[config.mk]
export PLATFORM = sky130hd
export DESIGN_NAME = prisc_device_flat
export DESIGN_NICKNAME = d
export VERILOG_FILES = /design/src/prisc_pkg.sv /design/src/prisc_if.sv /design/src/prisc_device.sv /design/src/flat_wrapper.sv
export SDC_FILE = /design/constraint.sdc
export NUM_CORES = 1
export LEC_CHECK = 0
export BUFFER_PORTS_ARGS = -buffer_cell sky130_fd_sc_hd__buf_2
export CAP_MARGIN = 20
export CORE_UTILIZATION = 41
export DETAILED_ROUTE_END_ITERATION = 8
export GPL_TIMING_DRIVEN = 0
export MAX_ROUTING_LAYER = met4
export PLACE_DENSITY_LB_ADDON = 0.15
export SYNTH_ARGS = -nofsm -noshare
export SYNTH_HDL_FRONTEND = slang
export SYNTH_SLANG_ARGS = --single-unit
[constraint.sdc]
create_clock -name core_clk -period 1.3 [get_ports core_clk]
set_input_delay 0.065 -clock core_clk [delete_from_list [all_inputs] [get_ports core_clk]]
set_output_delay 0.065 -clock core_clk [all_outputs]
set_load 0.01 [all_outputs]
[src/prisc_pkg.sv]
// shared constants for the pci reset, interrupt, arbiter and strap logic
package prisc_pkg;

	// ==========================================================
	// widths
	localparam int SEC_INT_W   = 4;
	localparam int XINT_HI_W   = 4;
	localparam int GNT_W       = 5;
	localparam int REQ_W       = 4;
	localparam int AD_W        = 32;
	localparam int CBE_W       = 4;

	// ==========================================================
	// reset values and strap encodings
	localparam logic ARB_EN_VAL     = 1'b1;
	localparam logic ARB_EN_RST     = 1'b0;
	localparam logic DEASSERT_N     = 1'b1;
	localparam logic ASSERT_N       = 1'b0;
	localparam logic STEER_CORE     = 1'b1;
	localparam logic [3:0] ALL_N_OFF   = 4'hf;
	localparam logic [4:0] GNTS_N_OFF  = 5'h1f;

	// ==========================================================
	// reset sequencer states, one-hot
	typedef enum logic [2:0] {
		PRISC_ST_RESET = 3'b001,
		PRISC_ST_SAMPLE = 3'b010,
		PRISC_ST_RUN   = 3'b100
	} prisc_state_t;

endpackage

[src/prisc_if.sv]
// pin-level link between the bridge device end and the system end
`timescale 1ns/1ps
interface prisc_if;
	// primary reset from the host
	logic        pri_rst_n;
	// secondary interrupts from secondary devices
	logic [3:0]  sec_int_n;
	// primary open-drain interrupt lines: drive low while enabled
	logic [3:0]  pri_int_o;
	logic [3:0]  pri_int_oe;
	// non-maskable and high external interrupts
	logic        nmi_n;
	logic [3:0]  core_ext_irq_high_n;
	// secondary reset and arbitration pins
	logic        sec_rst_n;
	logic        sec_grant0_or_own_request_n;
	logic        sec_request0_or_own_grant_n;
	logic [4:0]  sec_grants_n;
	logic        sec_grants_oe;
	logic [3:0]  sec_requests_n;
	logic        sec_request5_arbiter_strap;
	// system error lines, open drain
	logic        pri_system_error_o;
	logic        pri_system_error_oe;
	logic        sec_system_error_o;
	logic        sec_system_error_oe;
	logic        sec_system_error_in;
	// parity error lines and parity bits
	logic        sec_parity_error_n;
	logic        sec_parity_error_oe;
	logic        sec_parity;
	logic        sec_parity_oe;
	logic [31:0] sec_ad;
	logic [3:0]  sec_cbe_n;

	modport device (
		input  pri_rst_n, sec_int_n, nmi_n, core_ext_irq_high_n,
		input  sec_request0_or_own_grant_n, sec_requests_n,
		input  sec_request5_arbiter_strap, sec_system_error_in,
		input  sec_ad, sec_cbe_n, sec_parity, sec_parity_oe,
		output pri_int_o, pri_int_oe, sec_rst_n,
		output sec_grant0_or_own_request_n, sec_grants_n, sec_grants_oe,
		output pri_system_error_o, pri_system_error_oe,
		output sec_system_error_o, sec_system_error_oe,
		output sec_parity_error_n, sec_parity_error_oe
	);

	modport system (
		output pri_rst_n, sec_int_n, nmi_n, core_ext_irq_high_n,
		output sec_request0_or_own_grant_n, sec_requests_n,
		output sec_request5_arbiter_strap, sec_system_error_in,
		output sec_ad, sec_cbe_n, sec_parity, sec_parity_oe,
		input  pri_int_o, pri_int_oe, sec_rst_n,
		input  sec_grant0_or_own_request_n, sec_grants_n, sec_grants_oe,
		input  pri_system_error_o, pri_system_error_oe,
		input  sec_system_error_o, sec_system_error_oe,
		input  sec_parity_error_n, sec_parity_error_oe
	);
endinterface

[src/prisc_device.sv]
// bridge device end: interrupt steering, reset, arbiter strap, parity
`timescale 1ns/1ps

// Functional notes
// - nmi is level detected, highest priority
// - secondary devices hold interrupt until cleared
// - steer secondary irq to primary or core
// - each core irq input has fixed level
// - primary irq open drain, held while pending
// - primary reset floats outputs except grant0, which is driven deasserted, and asserts secondary reset
// - host releases primary reset cleanly
// - secondary reset derived from primary reset
// - sample arbiter strap at reset release
// - grant0 pin: grant or own request
// - request0 pin: request or own grant
// - grants 1-5, requests 1-4, request5 on strap
// - parity even over address data and command
// - parity errors and system errors reported
module prisc_device (
	// clock and reset
	input  wire logic        core_clk,
	input  wire logic        rstn,
	input  wire logic        clk_en,
	// pins
	prisc_if.device          pins,
	// steering and core side
	input  wire logic [3:0]  steer_to_core,
	input  wire logic        own_request,
	input  wire logic [4:0]  arb_grant_1_5,
	input  wire logic        arb_grant_0,
	input  wire logic        special_cycle,
	input  wire logic        fault,
	output logic             nmi_pending,
	output logic [7:0]       core_irq_level,
	output logic [2:0]       core_irq_top,
	output logic             arbiter_enabled,
	output logic [5:0]       dev_requests,
	output logic             own_grant,
	output logic             parity_error_seen,
	output logic             in_reset
);

	// ==========================================================
	// synchronisers
	logic [9:0] sync1_reg;
	logic [9:0] sync2_reg;
	logic       rst_s1_reg;
	logic       rst_s2_reg;
	logic [9:0] raw_async;

	assign raw_async = {pins.core_ext_irq_high_n, pins.sec_int_n,
		pins.nmi_n, pins.sec_request5_arbiter_strap};

	always_ff @(posedge core_clk or negedge rstn) begin
		if (!rstn) begin
			sync1_reg <= 10'h3ff;
			sync2_reg <= 10'h3ff;
		end else if (clk_en) begin
			sync1_reg <= raw_async;
			sync2_reg <= sync1_reg;
		end
	end

	// reset release sync; assertion acts at once, release is clocked
	always_ff @(posedge core_clk or negedge pins.pri_rst_n) begin
		if (!pins.pri_rst_n) begin
			rst_s1_reg <= 1'b0;
			rst_s2_reg <= 1'b0;
		end else if (clk_en) begin
			rst_s1_reg <= 1'b1;
			rst_s2_reg <= rst_s1_reg;
		end
	end

	// ==========================================================
	// reset sequencer and strap capture
	prisc_pkg::prisc_state_t state_reg;
	prisc_pkg::prisc_state_t state_next;
	logic arb_en_reg;
	logic arb_en_next;

	always_comb begin
		state_next  = state_reg;
		arb_en_next = arb_en_reg;
		case (state_reg)
			prisc_pkg::PRISC_ST_RESET: begin
				// strap frozen as the release reaches rst_s2
				// the pin already carries request 5 one clock later
				if (!rst_s2_reg)
					arb_en_next = (sync2_reg[0] == prisc_pkg::ARB_EN_VAL);
				else
					state_next = prisc_pkg::PRISC_ST_SAMPLE;
			end
			prisc_pkg::PRISC_ST_SAMPLE: begin
				state_next  = prisc_pkg::PRISC_ST_RUN;
			end
			prisc_pkg::PRISC_ST_RUN: begin
				state_next = prisc_pkg::PRISC_ST_RUN;
			end
			default: state_next = prisc_pkg::PRISC_ST_RESET;
		endcase
		if (!rst_s2_reg)
			state_next = prisc_pkg::PRISC_ST_RESET;
	end

	always_ff @(posedge core_clk or negedge rstn) begin
		if (!rstn) begin
			state_reg  <= prisc_pkg::PRISC_ST_RESET;
			arb_en_reg <= prisc_pkg::ARB_EN_RST;
		end else if (clk_en) begin
			state_reg  <= state_next;
			arb_en_reg <= arb_en_next;
		end
	end

	logic running;
	logic live;
	assign running         = (state_reg == prisc_pkg::PRISC_ST_RUN);
	// pins go quiet as soon as primary reset falls, not one clock later
	assign live            = running & pins.pri_rst_n;
	assign in_reset        = !running;
	assign arbiter_enabled = arb_en_reg;

	// secondary reset asserts with primary reset at once, releases two clocks after it
	assign pins.sec_rst_n = pins.pri_rst_n & rst_s2_reg;

	// ==========================================================
	// interrupts
	logic [7:0] lvl_reg;
	logic [7:0] lvl_next;
	logic [3:0] pint_reg;
	logic [3:0] pint_next;
	logic       nmi_reg;
	logic       nmi_next;
	logic [2:0] top_reg;
	logic [2:0] top_next;

	always_comb begin
		nmi_next = !sync2_reg[1];
		// lines are levels, steered per bit
		lvl_next[3:0] = ~sync2_reg[5:2] & steer_to_core;
		pint_next     = ~sync2_reg[5:2] & ~steer_to_core;
		// dedicated: bit n is level n+4
		lvl_next[7:4] = ~sync2_reg[9:6];
		top_next = 3'h0;
		for (int i = 0; i < 8; i++) begin
			if (lvl_next[i])
				top_next = i[2:0];
		end
		if (!running) begin
			lvl_next  = 8'h00;
			pint_next = 4'h0;
			nmi_next  = 1'b0;
		end
	end

	always_ff @(posedge core_clk or negedge rstn) begin
		if (!rstn) begin
			lvl_reg  <= 8'h00;
			pint_reg <= 4'h0;
			nmi_reg  <= 1'b0;
			top_reg  <= 3'h0;
		end else if (clk_en) begin
			lvl_reg  <= lvl_next;
			pint_reg <= pint_next;
			nmi_reg  <= nmi_next;
			top_reg  <= top_next;
		end
	end

	// nmi masks the level report while it is active
	assign nmi_pending    = nmi_reg;
	assign core_irq_level = nmi_reg ? 8'h00 : lvl_reg;
	assign core_irq_top   = top_reg;

	// open drain: drive low only while pending, gated by reset
	assign pins.pri_int_o  = 4'h0;
	assign pins.pri_int_oe = pint_reg & {4{pins.pri_rst_n}};

	// ==========================================================
	// arbitration pins
	// grant0 pin meaning follows the strap
	assign pins.sec_grant0_or_own_request_n = !live ?
		prisc_pkg::DEASSERT_N :
		(arb_en_reg ? !arb_grant_0 : !own_request);
	// grants 1-5 float while in reset
	assign pins.sec_grants_n  = live ? ~arb_grant_1_5 :
		prisc_pkg::GNTS_N_OFF;
	assign pins.sec_grants_oe = live;
	// request inputs, request5 shares the strap pin
	assign dev_requests = {!sync2_reg[0], ~pins.sec_requests_n,
		arb_en_reg & !pins.sec_request0_or_own_grant_n};
	assign own_grant = !arb_en_reg & !pins.sec_request0_or_own_grant_n;

	// ==========================================================
	// parity and error reporting
	logic perr_reg;
	logic perr_next;
	logic par_calc;

	assign par_calc = ^{pins.sec_ad, pins.sec_cbe_n};

	always_comb begin
		// only judged while an agent drives the bus
		perr_next = running && pins.sec_parity_oe &&
			(par_calc != pins.sec_parity);
	end

	always_ff @(posedge core_clk or negedge rstn) begin
		if (!rstn)
			perr_reg <= 1'b0;
		else if (clk_en)
			perr_reg <= perr_next;
	end

	assign parity_error_seen = perr_reg;
	// data parity on perr, special cycle and faults on serr
	assign pins.sec_parity_error_n  = !(perr_reg & !special_cycle);
	assign pins.sec_parity_error_oe = live;
	assign pins.sec_system_error_o  = prisc_pkg::ASSERT_N;
	assign pins.sec_system_error_oe = live &
		((perr_reg & special_cycle) | fault);
	assign pins.pri_system_error_o  = prisc_pkg::ASSERT_N;
	assign pins.pri_system_error_oe = live & fault;

endmodule

[src/flat_wrapper.sv]
// flat-port wrapper written by rule: the top's interface ports become plain ports
module prisc_device_flat 
  (core_clk, rstn, clk_en, steer_to_core, own_request, arb_grant_1_5, arb_grant_0, special_cycle, fault, nmi_pending, core_irq_level, core_irq_top, arbiter_enabled, dev_requests, own_grant, parity_error_seen, in_reset, pins_pri_rst_n, pins_sec_int_n, pins_nmi_n, pins_core_ext_irq_high_n, pins_sec_request0_or_own_grant_n, pins_sec_requests_n, pins_sec_request5_arbiter_strap, pins_sec_system_error_in, pins_sec_ad, pins_sec_cbe_n, pins_sec_parity, pins_sec_parity_oe, pins_pri_int_o, pins_pri_int_oe, pins_sec_rst_n, pins_sec_grant0_or_own_request_n, pins_sec_grants_n, pins_sec_grants_oe, pins_pri_system_error_o, pins_pri_system_error_oe, pins_sec_system_error_o, pins_sec_system_error_oe, pins_sec_parity_error_n, pins_sec_parity_error_oe);
  prisc_if pins_i ();
  input  wire logic core_clk;
  input  wire logic rstn;
  input  wire logic clk_en;
  input  wire logic [3:0] steer_to_core;
  input  wire logic own_request;
  input  wire logic [4:0] arb_grant_1_5;
  input  wire logic arb_grant_0;
  input  wire logic special_cycle;
  input  wire logic fault;
  output logic nmi_pending;
  output logic [7:0] core_irq_level;
  output logic [2:0] core_irq_top;
  output logic arbiter_enabled;
  output logic [5:0] dev_requests;
  output logic own_grant;
  output logic parity_error_seen;
  output logic in_reset;
  input wire logic [$bits(pins_i.pri_rst_n)-1:0] pins_pri_rst_n;
  input wire logic [$bits(pins_i.sec_int_n)-1:0] pins_sec_int_n;
  input wire logic [$bits(pins_i.nmi_n)-1:0] pins_nmi_n;
  input wire logic [$bits(pins_i.core_ext_irq_high_n)-1:0] pins_core_ext_irq_high_n;
  input wire logic [$bits(pins_i.sec_request0_or_own_grant_n)-1:0] pins_sec_request0_or_own_grant_n;
  input wire logic [$bits(pins_i.sec_requests_n)-1:0] pins_sec_requests_n;
  input wire logic [$bits(pins_i.sec_request5_arbiter_strap)-1:0] pins_sec_request5_arbiter_strap;
  input wire logic [$bits(pins_i.sec_system_error_in)-1:0] pins_sec_system_error_in;
  input wire logic [$bits(pins_i.sec_ad)-1:0] pins_sec_ad;
  input wire logic [$bits(pins_i.sec_cbe_n)-1:0] pins_sec_cbe_n;
  input wire logic [$bits(pins_i.sec_parity)-1:0] pins_sec_parity;
  input wire logic [$bits(pins_i.sec_parity_oe)-1:0] pins_sec_parity_oe;
  output wire logic [$bits(pins_i.pri_int_o)-1:0] pins_pri_int_o;
  output wire logic [$bits(pins_i.pri_int_oe)-1:0] pins_pri_int_oe;
  output wire logic [$bits(pins_i.sec_rst_n)-1:0] pins_sec_rst_n;
  output wire logic [$bits(pins_i.sec_grant0_or_own_request_n)-1:0] pins_sec_grant0_or_own_request_n;
  output wire logic [$bits(pins_i.sec_grants_n)-1:0] pins_sec_grants_n;
  output wire logic [$bits(pins_i.sec_grants_oe)-1:0] pins_sec_grants_oe;
  output wire logic [$bits(pins_i.pri_system_error_o)-1:0] pins_pri_system_error_o;
  output wire logic [$bits(pins_i.pri_system_error_oe)-1:0] pins_pri_system_error_oe;
  output wire logic [$bits(pins_i.sec_system_error_o)-1:0] pins_sec_system_error_o;
  output wire logic [$bits(pins_i.sec_system_error_oe)-1:0] pins_sec_system_error_oe;
  output wire logic [$bits(pins_i.sec_parity_error_n)-1:0] pins_sec_parity_error_n;
  output wire logic [$bits(pins_i.sec_parity_error_oe)-1:0] pins_sec_parity_error_oe;
  assign pins_i.pri_rst_n = pins_pri_rst_n;
  assign pins_i.sec_int_n = pins_sec_int_n;
  assign pins_i.nmi_n = pins_nmi_n;
  assign pins_i.core_ext_irq_high_n = pins_core_ext_irq_high_n;
  assign pins_i.sec_request0_or_own_grant_n = pins_sec_request0_or_own_grant_n;
  assign pins_i.sec_requests_n = pins_sec_requests_n;
  assign pins_i.sec_request5_arbiter_strap = pins_sec_request5_arbiter_strap;
  assign pins_i.sec_system_error_in = pins_sec_system_error_in;
  assign pins_i.sec_ad = pins_sec_ad;
  assign pins_i.sec_cbe_n = pins_sec_cbe_n;
  assign pins_i.sec_parity = pins_sec_parity;
  assign pins_i.sec_parity_oe = pins_sec_parity_oe;
  assign pins_pri_int_o = pins_i.pri_int_o;
  assign pins_pri_int_oe = pins_i.pri_int_oe;
  assign pins_sec_rst_n = pins_i.sec_rst_n;
  assign pins_sec_grant0_or_own_request_n = pins_i.sec_grant0_or_own_request_n;
  assign pins_sec_grants_n = pins_i.sec_grants_n;
  assign pins_sec_grants_oe = pins_i.sec_grants_oe;
  assign pins_pri_system_error_o = pins_i.pri_system_error_o;
  assign pins_pri_system_error_oe = pins_i.pri_system_error_oe;
  assign pins_sec_system_error_o = pins_i.sec_system_error_o;
  assign pins_sec_system_error_oe = pins_i.sec_system_error_oe;
  assign pins_sec_parity_error_n = pins_i.sec_parity_error_n;
  assign pins_sec_parity_error_oe = pins_i.sec_parity_error_oe;
  prisc_device u_core (.core_clk(core_clk), .rstn(rstn), .clk_en(clk_en), .pins(pins_i), .steer_to_core(steer_to_core), .own_request(own_request), .arb_grant_1_5(arb_grant_1_5), .arb_grant_0(arb_grant_0), .special_cycle(special_cycle), .fault(fault), .nmi_pending(nmi_pending), .core_irq_level(core_irq_level), .core_irq_top(core_irq_top), .arbiter_enabled(arbiter_enabled), .dev_requests(dev_requests), .own_grant(own_grant), .parity_error_seen(parity_error_seen), .in_reset(in_reset));
endmodule
==> summary.md, run 1 <==
| Metric | Value |
|---|---|
| CP max-delay cell | dfstp_2 |
| Pleak | between 1.5 and 2 nW |
| CP startpoint kind | flop |
| HPWL after DPL | around 3700 um |
| Die Ht | 77.2 um |
| Initial drt markers | 58 |
| GRT Util Overall | 0.179 |
| Synth Area in XOR/XNOR | 0.138 |
| Ys flop type | dfrtp_1 |
| Design area | about 3300 um2 |
| Run status | finished with violations |
| Remaining global-route overflow | 0 |
| Fmax | 0.684 GHz |
| DR vias/cell | between 4 and 5 |
| Via count | 1981 |
| Synth Cell Area | about 2300 um2 |
| Final Net Count | 424 |
| Worst Path Arrival | 1.40 ns |
| Multi-input gate area | 1140 um2 |
| Final worst slack | -0.163 ns |
| Post-synthesis register bit count | 43 |
| Clock skew | roughly 0.0068 ns |
| Drt total wl | 5180 um |
| Diode count | 0 |
| Post-layout util | 0.603 |
| Worst vdd ir | approximately 0.68 mV |
| Hold Path Class | in2reg |
| Hold slack final | between 0.015 and 0.02 ns |
| Synth Area in Compound Gates | 0.0453 |
| CTS clock-pin slew for the worst setup and hold paths | 0.07 ns |
| Port Buffers | around 110 |
| Fin. max-slew vios | 0 |
| FF/Latch Area | around 1100 um2 |
| Pwr dens | 1130 nW/um2 |
| Syn Inst Count | 215 |
| Gp weighted congestion | between 0.7 and 0.8 |
| Sequence of cells on the critical path | nor3_4, and2_4, buf_6, nor2b_1, buf_2 |
| Yosys top cell area share | 0.238 |
| Highest-count cells in the layout ignoring fill and taps | buf_2 (104), mux2_2 (29), xnor2_1 (28) |
| Rel. slew slack | 0.395 |
| Yosys cell types | 32 |
| Io pins | 115 |
| # rows | 27 |
| RSZ-0062 raised after global routing | yes |
| Drt drc | 0 |
| Sink Count | 43 |
| H-tree levels | 2 |
| Largest family of logic cells by synthesized area | multiplexers |
| Final ANT Viol Nets | 0 |
| WP buf/inv | 2 |
| Shortest period the worst path allows | 1.46 ns |
| DRT Pass-1 Iters | 7 |
| Number of fillers in the final layout | 493 |
| Post-synthesis simple-gate area fraction | 0.124 |
| Post-synth EDFFs | 0 |
| Synth Area in Adders | 0 |
| DIE WIDTH | 77.2 um |
| Final hold violation count | 0 |
| Worst skew pair latency | between 0.2 and 0.3 ns |
| Crit path kind | reg2out |
| First-pass GRT wire length | 8140 um |
| Max clock buf depth | 2 |
| Vias in the first global route | 1819 |
| Initial antenna violation count | 0 |
| Async S/R FF share, synth | 1.00 |
| Core area | 5470 um2 |
| Delay-heaviest family, CP | flip-flops |
| Multiplexer share of the synthesized area | 0.154 |
| Most common cell after layout, fill and taps aside | buf_2 |
| Final setup fails | 21 |
| Synth area leaders | dfstp_2 (24%), dfrtp_1 (24%), mux2_2 (15%), xnor2_1 (11%), nor2b_1 (2.4%) |
| Largest net degree at the start of global routing | 42 |
| TritonCTS buffer count | 5 |
| Required @ worst endpoint | approximately 1.2 ns |
| Seq/Total Area, Yosys | 0.475 |
| Mean Syn Cell Area | roughly 11 um2 |
| Synth area leader | dfstp_2 |
| Tcrit/Tclk final | 1.13 |
| DIE AREA | 5960 um2 |
| Starting Density | 0.424 |
| Ratio of cells with drive above 1 in the final layout | 0.545 |
| Post-DR wirelength/cell | ~12 um |
| CTS tree | yes |
| CP max stage delay | roughly 0.56 ns |
| Yosys warns | 0 |
| Post-Place Cell Area | 2970 um2 |
| Measured slew at the worst slew-check pin | 0.908 ns |
| Crit end category | primary output |
| Area growth from synthesis to layout | 42.4% |
| Crit Path Max Fanout | 5 |
| Max-Cap Viols | 0 |
| Failing checks | negative setup slack |
| Root Buffer | clkbuf_8 |
| Setup WS pre-CTS | -0.309 ns |
-- worst reg2reg max path: stages (launching register included) --
cell and delay [ns]:
dfstp_2 0.56, nor3_4 0.05, buf_4 0.15, inv_4 0.07, buf_6 0.12, nor3_1 0.05
mux2_2 0.26
-- repair_timing --
action,in CTS,in global routing
gates cloned,2,0
gates resized for setup,16,5
pin swaps,3,3
setup buffers,5,4
endpoints found under the setup margin,31,25
endpoints found under the hold margin,30,1
hold buffers,10,1
-- metrics by stage --
step,std cells,total power [W],setup TNS [ns]
after detailed placement,398,0.00277,-5.04
after global routing,426,0.00395,-2.43
after CTS,422,0.00372,-1.70
final,426,0.00374,-1.50
after global placement,398,0.00274,-4.66
after floorplan,220,0.00242,-0.0174
-- synthesized netlist by cell type, types with 2 or more instances --
cell      number
mux2_2        30
xnor2_1       28
dfrtp_1       22
dfstp_2       21
inv_1         14
nor2_1        14
nand2_1       12
nor2b_1        9
buf_4          7
clkbuf_1       7
o21ai_0        7
and2_1         6
xor2_1         6
nor3_1         5
a21oi_1        3
nand3_1        3
o32ai_1        3
and4_1         2
buf_2          2
mux2i_1        2
-- report_power, final --
group / switching [W] / internal, W / leakage [nW] / total (W)
Sequential: 0.000145 / 0.00157 / 0.501 / 0.00172
Clock: 0.000425 / 0.000377 / 0.0422 / 0.000802
Combinational: 0.000528 / 0.000694 / 1.06 / 0.00122
Total: 0.00110 / 0.00264 / 1.60 / 0.00374
-- area by class of cell --
class,instances,area share
Multi-Input combinational cell,147,0.344
Tap cell,72,0.0273
Sequential cell,43,0.335
Buffer,15,0.0296
Clock inverter,1,0.00152
Clock buffer,7,0.0231
Timing Repair Buffer,127,0.223
Inverter,14,0.0167
-- worst paths after layout --
kind | slack (ns) | endpoint | from | depth (start not counted)
min reg2reg | 0.46 | u_core.state_reg[0]$_DFFE_PN1P_ | u_core.rst_s2_reg$_DFFE_PN0P_ | 1
max | -0.16 | pins_sec_system_error_oe | u_core.state_reg[0]$_DFFE_PN1P_ | 5
min in group asynchronous | 0.20 | u_core.rst_s2_reg$_DFFE_PN0P_ | pins_pri_rst_n | 2
max in group asynchronous | 0.24 | u_core.nmi_pending$_DFFE_PN0P_ | rstn | 2
max reg2reg | -0.05 | u_core.pint_reg[2]$_DFFE_PN0P_ | u_core.state_reg[0]$_DFFE_PN1P_ | 6
min | 0.02 | u_core.sync1_reg[9]$_DFFE_PN1P_ | pins_core_ext_irq_high_n[3] | 2
-- routing by layer --
metal	wire length (um)	global-route usage
met1	2200	0.205
met2	2580	0.296
met3	319	0.0500
met4	84	0.0679
met5	0	-
-- cell families after synthesis --
family	after synthesis
mux	32
other cells	1
flops	43
buf+inv	30
xor+xnor	35
simple gates	57
compound gates	17
(Power assumes the default switching activity.)
==> run 2, diff against run 1 <==
--- a/config.mk
+++ b/config.mk
@@ -7,7 +7,7 @@
 export LEC_CHECK = 0
 export BUFFER_PORTS_ARGS = -buffer_cell sky130_fd_sc_hd__buf_2
 export CAP_MARGIN = 20
-export CORE_UTILIZATION = 41
+export CORE_UTILIZATION = 49
 export DETAILED_ROUTE_END_ITERATION = 8
 export GPL_TIMING_DRIVEN = 0
 export MAX_ROUTING_LAYER = met4
==> constraint.sdc (replaced) <==
create_clock -name core_clk -period 1.9 [get_ports core_clk]
set_input_delay 0.095 -clock core_clk [delete_from_list [all_inputs] [get_ports core_clk]]
set_output_delay 0.095 -clock core_clk [all_outputs]
set_load 0.01 [all_outputs]
==> summary.md, run 2 (synthesis gave the netlist of run 1 again) <==
| Metric | Value |
|---|---|
| Die Ht | around 71 um |
| Final hold violation count | 0 |
| Sequential fraction of design power | 0.490 |
| HPWL after DPL | 3660 um |
| Max clock buf depth | 2 |
| R2r setup slk | 0.27 ns |
| Sequence of cells on the critical path | nor3_4, buf_4, inv_1, buf_2, buf_2 |
| Gp weighted congestion | 0.781 |
| Hold Path Class | in2reg |
| Post-DR wirelength/cell | 12.2 um |
| First-pass GRT wire length | 7660 um |
| Delay-heaviest family, CP | buffers and inverters |
| CP Depth | 5 |
| Remaining global-route overflow | 0 |
| Grt peak-use layer | met2 |
| RSZ-0062 raised after global routing | no |
| TritonCTS buffer count | 5 |
| Tcrit/Tclk final | 0.914 |
| Crit path launch | u_core.state_reg[0]$_DFFE_PN1P_ |
| Final setup fails | 0 |
| CTS clock-pin slew for the worst setup and hold paths | 0.08 ns |
| Starting Density | 0.522 |
| CTS tree | yes |
| Worst reg2reg startpoint | u_core.state_reg[0]$_DFFE_PN1P_ |
| Diode count | 0 |
| Internal power | 0.00172 W |
| Drt drc | 0 |
| Most common cell after layout, fill and taps aside | buf_2 |
| Root Buffer | clkbuf_8 |
| DR vias/cell | between 4 and 5 |
| Vias in the first global route | 1668 |
| Pwr dens | 798 nW/um2 |
| Worst r2r dst | u_core.pint_reg[1]$_DFFE_PN0P_ |
| Area growth from synthesis to layout | 31.8% |
| Final Net Count | 407 |
| Fmax | 0.576 GHz |
| Crit Path Max Fanout | 10 |
| Rel. slew slack | 0.416 |
| Crit-path most repeated cell | buf_2 |
| WP buf/inv | 4 |
| Highest-count cells in the layout ignoring fill and taps | buf_2 (107), mux2_2 (30), xnor2_1 (28) |
| Max-Cap Viols | 0 |
| Via count | 1875 |
| Core area | 4440 um2 |
| Clock skew | 0.00636 ns |
| DRT Pass-1 Iters | 6 |
| Met1 usage | 0.272 |
| # rows | 24 |
| CP startpoint kind | flop |
| Initial antenna violation count | 0 |
| Final ANT Viol Nets | 0 |
| Final non-filler cell total | 389 |
| Switching part of the total | 0.293 |
| Measured slew at the worst slew-check pin | ~0.88 ns |
| H-tree levels | 2 |
| Crit end category | primary output |
| Clock share of power | 0.222 |
| Drt total wl | 4760 um |
| CP max-delay cell | dfstp_2 |
| Io pins | 115 |
| Fin. max-slew vios | 0 |
| Sw Pwr | 0.000713 W |
| GR Layer Usage met3 | 0.0370 |
| Worst Path Arrival | 1.64 ns |
| Initial drt markers | 106 |
| Pleak | roughly 1.5 nW |
| Setup TNS | 0 ns |
| Largest net degree at the start of global routing | 42 |
| CP max stage delay | between 0.6 and 0.7 ns |
| GRT Util Overall | 0.198 |
| Port Buffers | 106 |
| Worst vdd ir | 0.538 mV |
| Shortest period the worst path allows | roughly 1.7 ns |
| DIE AREA | ~5000 um2 |
| Placed insts | 378 |
| Sink Count | 43 |
| Crit path kind | reg2out |
| Met2 Usage GRT | 0.309 |
| Run status | finished, final reports clean |
| Worst skew pair latency | ~0.29 ns |
| Ratio of cells with drive above 1 in the final layout | 0.519 |
| R2R depth | 6 |
| Required @ worst endpoint | 1.80 ns |
| Tot Pwr | 0.00244 W |
| CP Capture Point | in_reset |
| Comb pwr share | 0.288 |
| DIE WIDTH | just over 70 um |
run 2: layout make-up:
cell class | count | area [um2]
inverter | 14 | 52.6
timing repair buffer | 109 | 558
clock inverter | 1 | 5.00
sequential | 43 | 1100
clock buffer | 7 | 76.3
multi-input combinational | 147 | 1100
tap | 52 | 65.1
buffer | 16 | 91.3
fill | 360 | 1390
run 2: layer usage:
layer,part of all wire,vias to the layer above
li1,-,934
met1,0.46,869
met2,0.48,66
met3,0.050,6
met4,0.0071,0
met5,0,-
run 2: power by group through the flow:
stage / Clock (W) / Sequential (W) / Combinational, W
3_5_place_dp: 0 / 0.00120 / 0.000694
5_1_grt: 0.000597 / 0.00121 / 0.000771
6_report: 0.000541 / 0.00119 / 0.000702
2_1_floorplan: 0 / 0.00117 / 0.000474
4_1_cts: 0.000553 / 0.00118 / 0.000701
3_3_place_gp: 0 / 0.00119 / 0.000681
run 2: per-stage QoR:
stage | instance area [um2] | hold WS (ns) | setup WS [ns] | utilization
detailed placement | 2930 | -0.0653 | 0.0510 | 0.660
floorplan | 2340 | -0.201 | 0.438 | -
global route | 3060 | 0.0321 | 0.0306 | 0.688
CTS | 3040 | 0.0346 | 0.0189 | 0.684
finish | 3060 | 0.0405 | 0.164 | 0.688
global placement | 2930 | -0.0711 | 0.0986 | 0.660
run 2: worst min-delay path by stage:
| stage | from | to | slack (ns) | cells after the start |
|---|---|---|---|---|
| after floorplan | rstn | u_core.arbiter_enabled$_DFFE_PN0P_ | -0.20 | 0 |
| after global placement | pins_pri_rst_n | u_core.rst_s2_reg$_DFFE_PN0P_ | -0.07 | 1 |
| after detailed placement | pins_pri_rst_n | u_core.rst_s2_reg$_DFFE_PN0P_ | -0.07 | 1 |
| after CTS | pins_sec_int_n[2] | u_core.sync1_reg[4]$_DFFE_PN1P_ | 0.03 | 2 |
| after global routing | pins_core_ext_irq_high_n[2] | u_core.sync1_reg[8]$_DFFE_PN1P_ | 0.03 | 2 |
| final | pins_sec_int_n[1] | u_core.sync1_reg[3]$_DFFE_PN1P_ | 0.04 | 2 |
run 2: repair_timing:
action,4_1_cts,5_1_grt
pin swaps,0,1
gates resized for setup,1,2
setup endpoints to repair,10,8
buffers inserted,0,1
hold buffers,2,0
hold endpoints to repair,22,0
==> run 3, diff against run 2 <==
--- a/config.mk
+++ b/config.mk
@@ -7,7 +7,7 @@
 export LEC_CHECK = 0
 export BUFFER_PORTS_ARGS = -buffer_cell sky130_fd_sc_hd__buf_2
 export CAP_MARGIN = 20
-export CORE_UTILIZATION = 49
+export CORE_UTILIZATION = 35
 export DETAILED_ROUTE_END_ITERATION = 8
 export GPL_TIMING_DRIVEN = 0
 export MAX_ROUTING_LAYER = met4
==> summary.md, run 3 (synthesis gave the netlist of run 1 again) <==
| Metric | Value |
|---|---|
| Required @ worst endpoint | roughly 1.8 ns |
| R2R depth | 5 |
| Max-Cap Viols | 0 |
| Final Net Count | about 410 |
| R2r setup slk | 0.39 ns |
| Most common cell after layout, fill and taps aside | buf_2 |
| GRT Util Overall | 0.153 |
| Hold endpoint | u_core.sync1_reg[9]$_DFFE_PN1P_ |
| Pwr dens | 827 nW/um2 |
| Crit path kind | reg2out |
| Root Buffer | clkbuf_8 |
| Final worst slack | around 0.12 ns |
| Hold Path Class | in2reg |
| H-tree levels | 2 |
| Vias in the first global route | around 1700 |
| Clock skew | ~0.007 ns |
| Initial antenna violation count | 0 |
| Via count | between 1500 and 2000 |
| Tcrit/Tclk final | 0.939 |
| DR vias/cell | 4.52 |
| Rel. slew slack | 0.394 |
| Io pins | 115 |
| HPWL after DPL | 3820 um |
| Port Buffers | 106 |
| First-pass GRT wire length | 8210 um |
| Setup WS pre-CTS | between 0.08 and 0.09 ns |
| FF/Latch Area | 1100 um2 |
| Delay-heaviest family, CP | simple AND/OR/NAND/NOR gates |
| CP max-delay cell | dfrtp_1 |
| Run status | finished, final reports clean |
| DIE AREA | 6950 um2 |
| Multi-input gate area | roughly 1100 um2 |
| Remaining global-route overflow | 0 |
| Measured slew at the worst slew-check pin | 0.908 ns |
| Worst vdd ir | 0.413 mV |
| Number of fillers in the final layout | 649 |
| Shortest period the worst path allows | 1.78 ns |
| Largest net degree at the start of global routing | 42 |
| Worst Path Arrival | about 1.7 ns |
| Diode count | 0 |
| Crit-path most repeated cell | buf_2 |
| Highest-count cells in the layout ignoring fill and taps | buf_2 (108), mux2_2 (30), xnor2_1 (28) |
| Hold Startpoint | pins_core_ext_irq_high_n[3] |
| Max clock buf depth | 2 |
| Worst r2r dst | u_core.pint_reg[1]$_DFFE_PN0P_ |
| Final hold violation count | 0 |
| Post-layout util | 0.486 |
| Worst reg2reg startpoint | u_core.state_reg[1]$_DFFE_PN0P_ |
| Die Ht | 83.4 um |
| RSZ-0062 raised after global routing | no |
| WP buf/inv | 2 |
| Final setup fails | 0 |
| Fin. max-slew vios | 0 |
| Hold path depth | 2 |
| Initial drt markers | 96 |
| # rows | 29 |
| Worst skew pair latency | 0.29 ns |
| Final ANT Viol Nets | 0 |
| CP max stage delay | 0.46 ns |
| Starting Density | 0.363 |
| Tot Pwr | roughly 0.0026 W |
| DRT Pass-1 Iters | 4 |
| Sink Count | 43 |
| Ratio of cells with drive above 1 in the final layout | 0.524 |
| Gp weighted congestion | 0.783 |
| DIE WIDTH | 83.4 um |
| Setup TNS | 0 ns |
| Sequence of cells on the critical path | nor3_4, and2_1, buf_2, nor2b_1, buf_2 |
| CTS clock-pin slew for the worst setup and hold paths | 0.08 ns |
| Core area | ~6400 um2 |
| Crit Path Max Fanout | 9 |
| TritonCTS buffer count | 5 |
| Area growth from synthesis to layout | 34.0% |
| CTS tree | yes |
| Drt drc | 0 |
| Pleak | 1.50 nW |
| Crit end category | primary output |
| Drt total wl | around 5000 um |
| Fmax | 0.561 GHz |
| Post-DR wirelength/cell | 12.0 um |
| CP startpoint kind | flop |
-- run 3: cell type report --
class,count,share of cell area
buffer,16,0.0286
inverter,14,0.0169
sequential,43,0.355
tap,77,0.0310
multi-input combinational,147,0.356
clock buffer,6,0.0302
timing repair buffer,108,0.177
clock inverter,2,0.00564
-- run 3: power breakdown --
group	internal, W	switching (W)	leakage [nW]
clock	0.000346	0.000331	0.0569
sequential	0.00107	0.000116	0.504
combinational	0.000386	0.000315	0.942
-- run 3: routing by layer --
layer  global-route usage  up-vias  share of wire
met5                    -        -              0
met4               0.0392        0          0.011
met3               0.0417        6          0.049
met2                0.247       59           0.51
met1                0.190      868           0.43
li1                     -      932              -
-- run 3: metrics by stage --
step	area (um2)	hold slack, ns	std cells
after global routing	3110	0.0100	413
after CTS	3100	0.0127	413
after global placement	2960	-0.0587	403
after detailed placement	2960	-0.0620	403
final	3110	0.0270	413
after floorplan	2340	-0.201	220
-- run 3: how the worst max path moves through the flow --
stage                                               start  depth (start not counted)                             end
after floorplan           u_core.state_reg[1]$_DFFE_PN0P_                          4        pins_sec_system_error_oe
after CTS                 u_core.state_reg[1]$_DFFE_PN0P_                          5        pins_sec_system_error_oe
after global routing      u_core.state_reg[2]$_DFFE_PN0P_                          6        pins_sec_system_error_oe
after global placement    u_core.state_reg[1]$_DFFE_PN0P_                          5  u_core.pint_reg[1]$_DFFE_PN0P_
after detailed placement  u_core.state_reg[1]$_DFFE_PN0P_                          4   u_core.lvl_reg[0]$_DFFE_PN0P_
final                     u_core.state_reg[1]$_DFFE_PN0P_                          5        pins_sec_system_error_oe
-- run 3: what timing repair did --
| item | in CTS | in global routing |
|---|---|---|
| resized for setup | 1 | 1 |
| endpoints found under the hold margin | 22 | 0 |
| hold buffers | 2 | 0 |
| setup endpoints to repair | 10 | 8 |
| setup buffers | 0 | 0 |
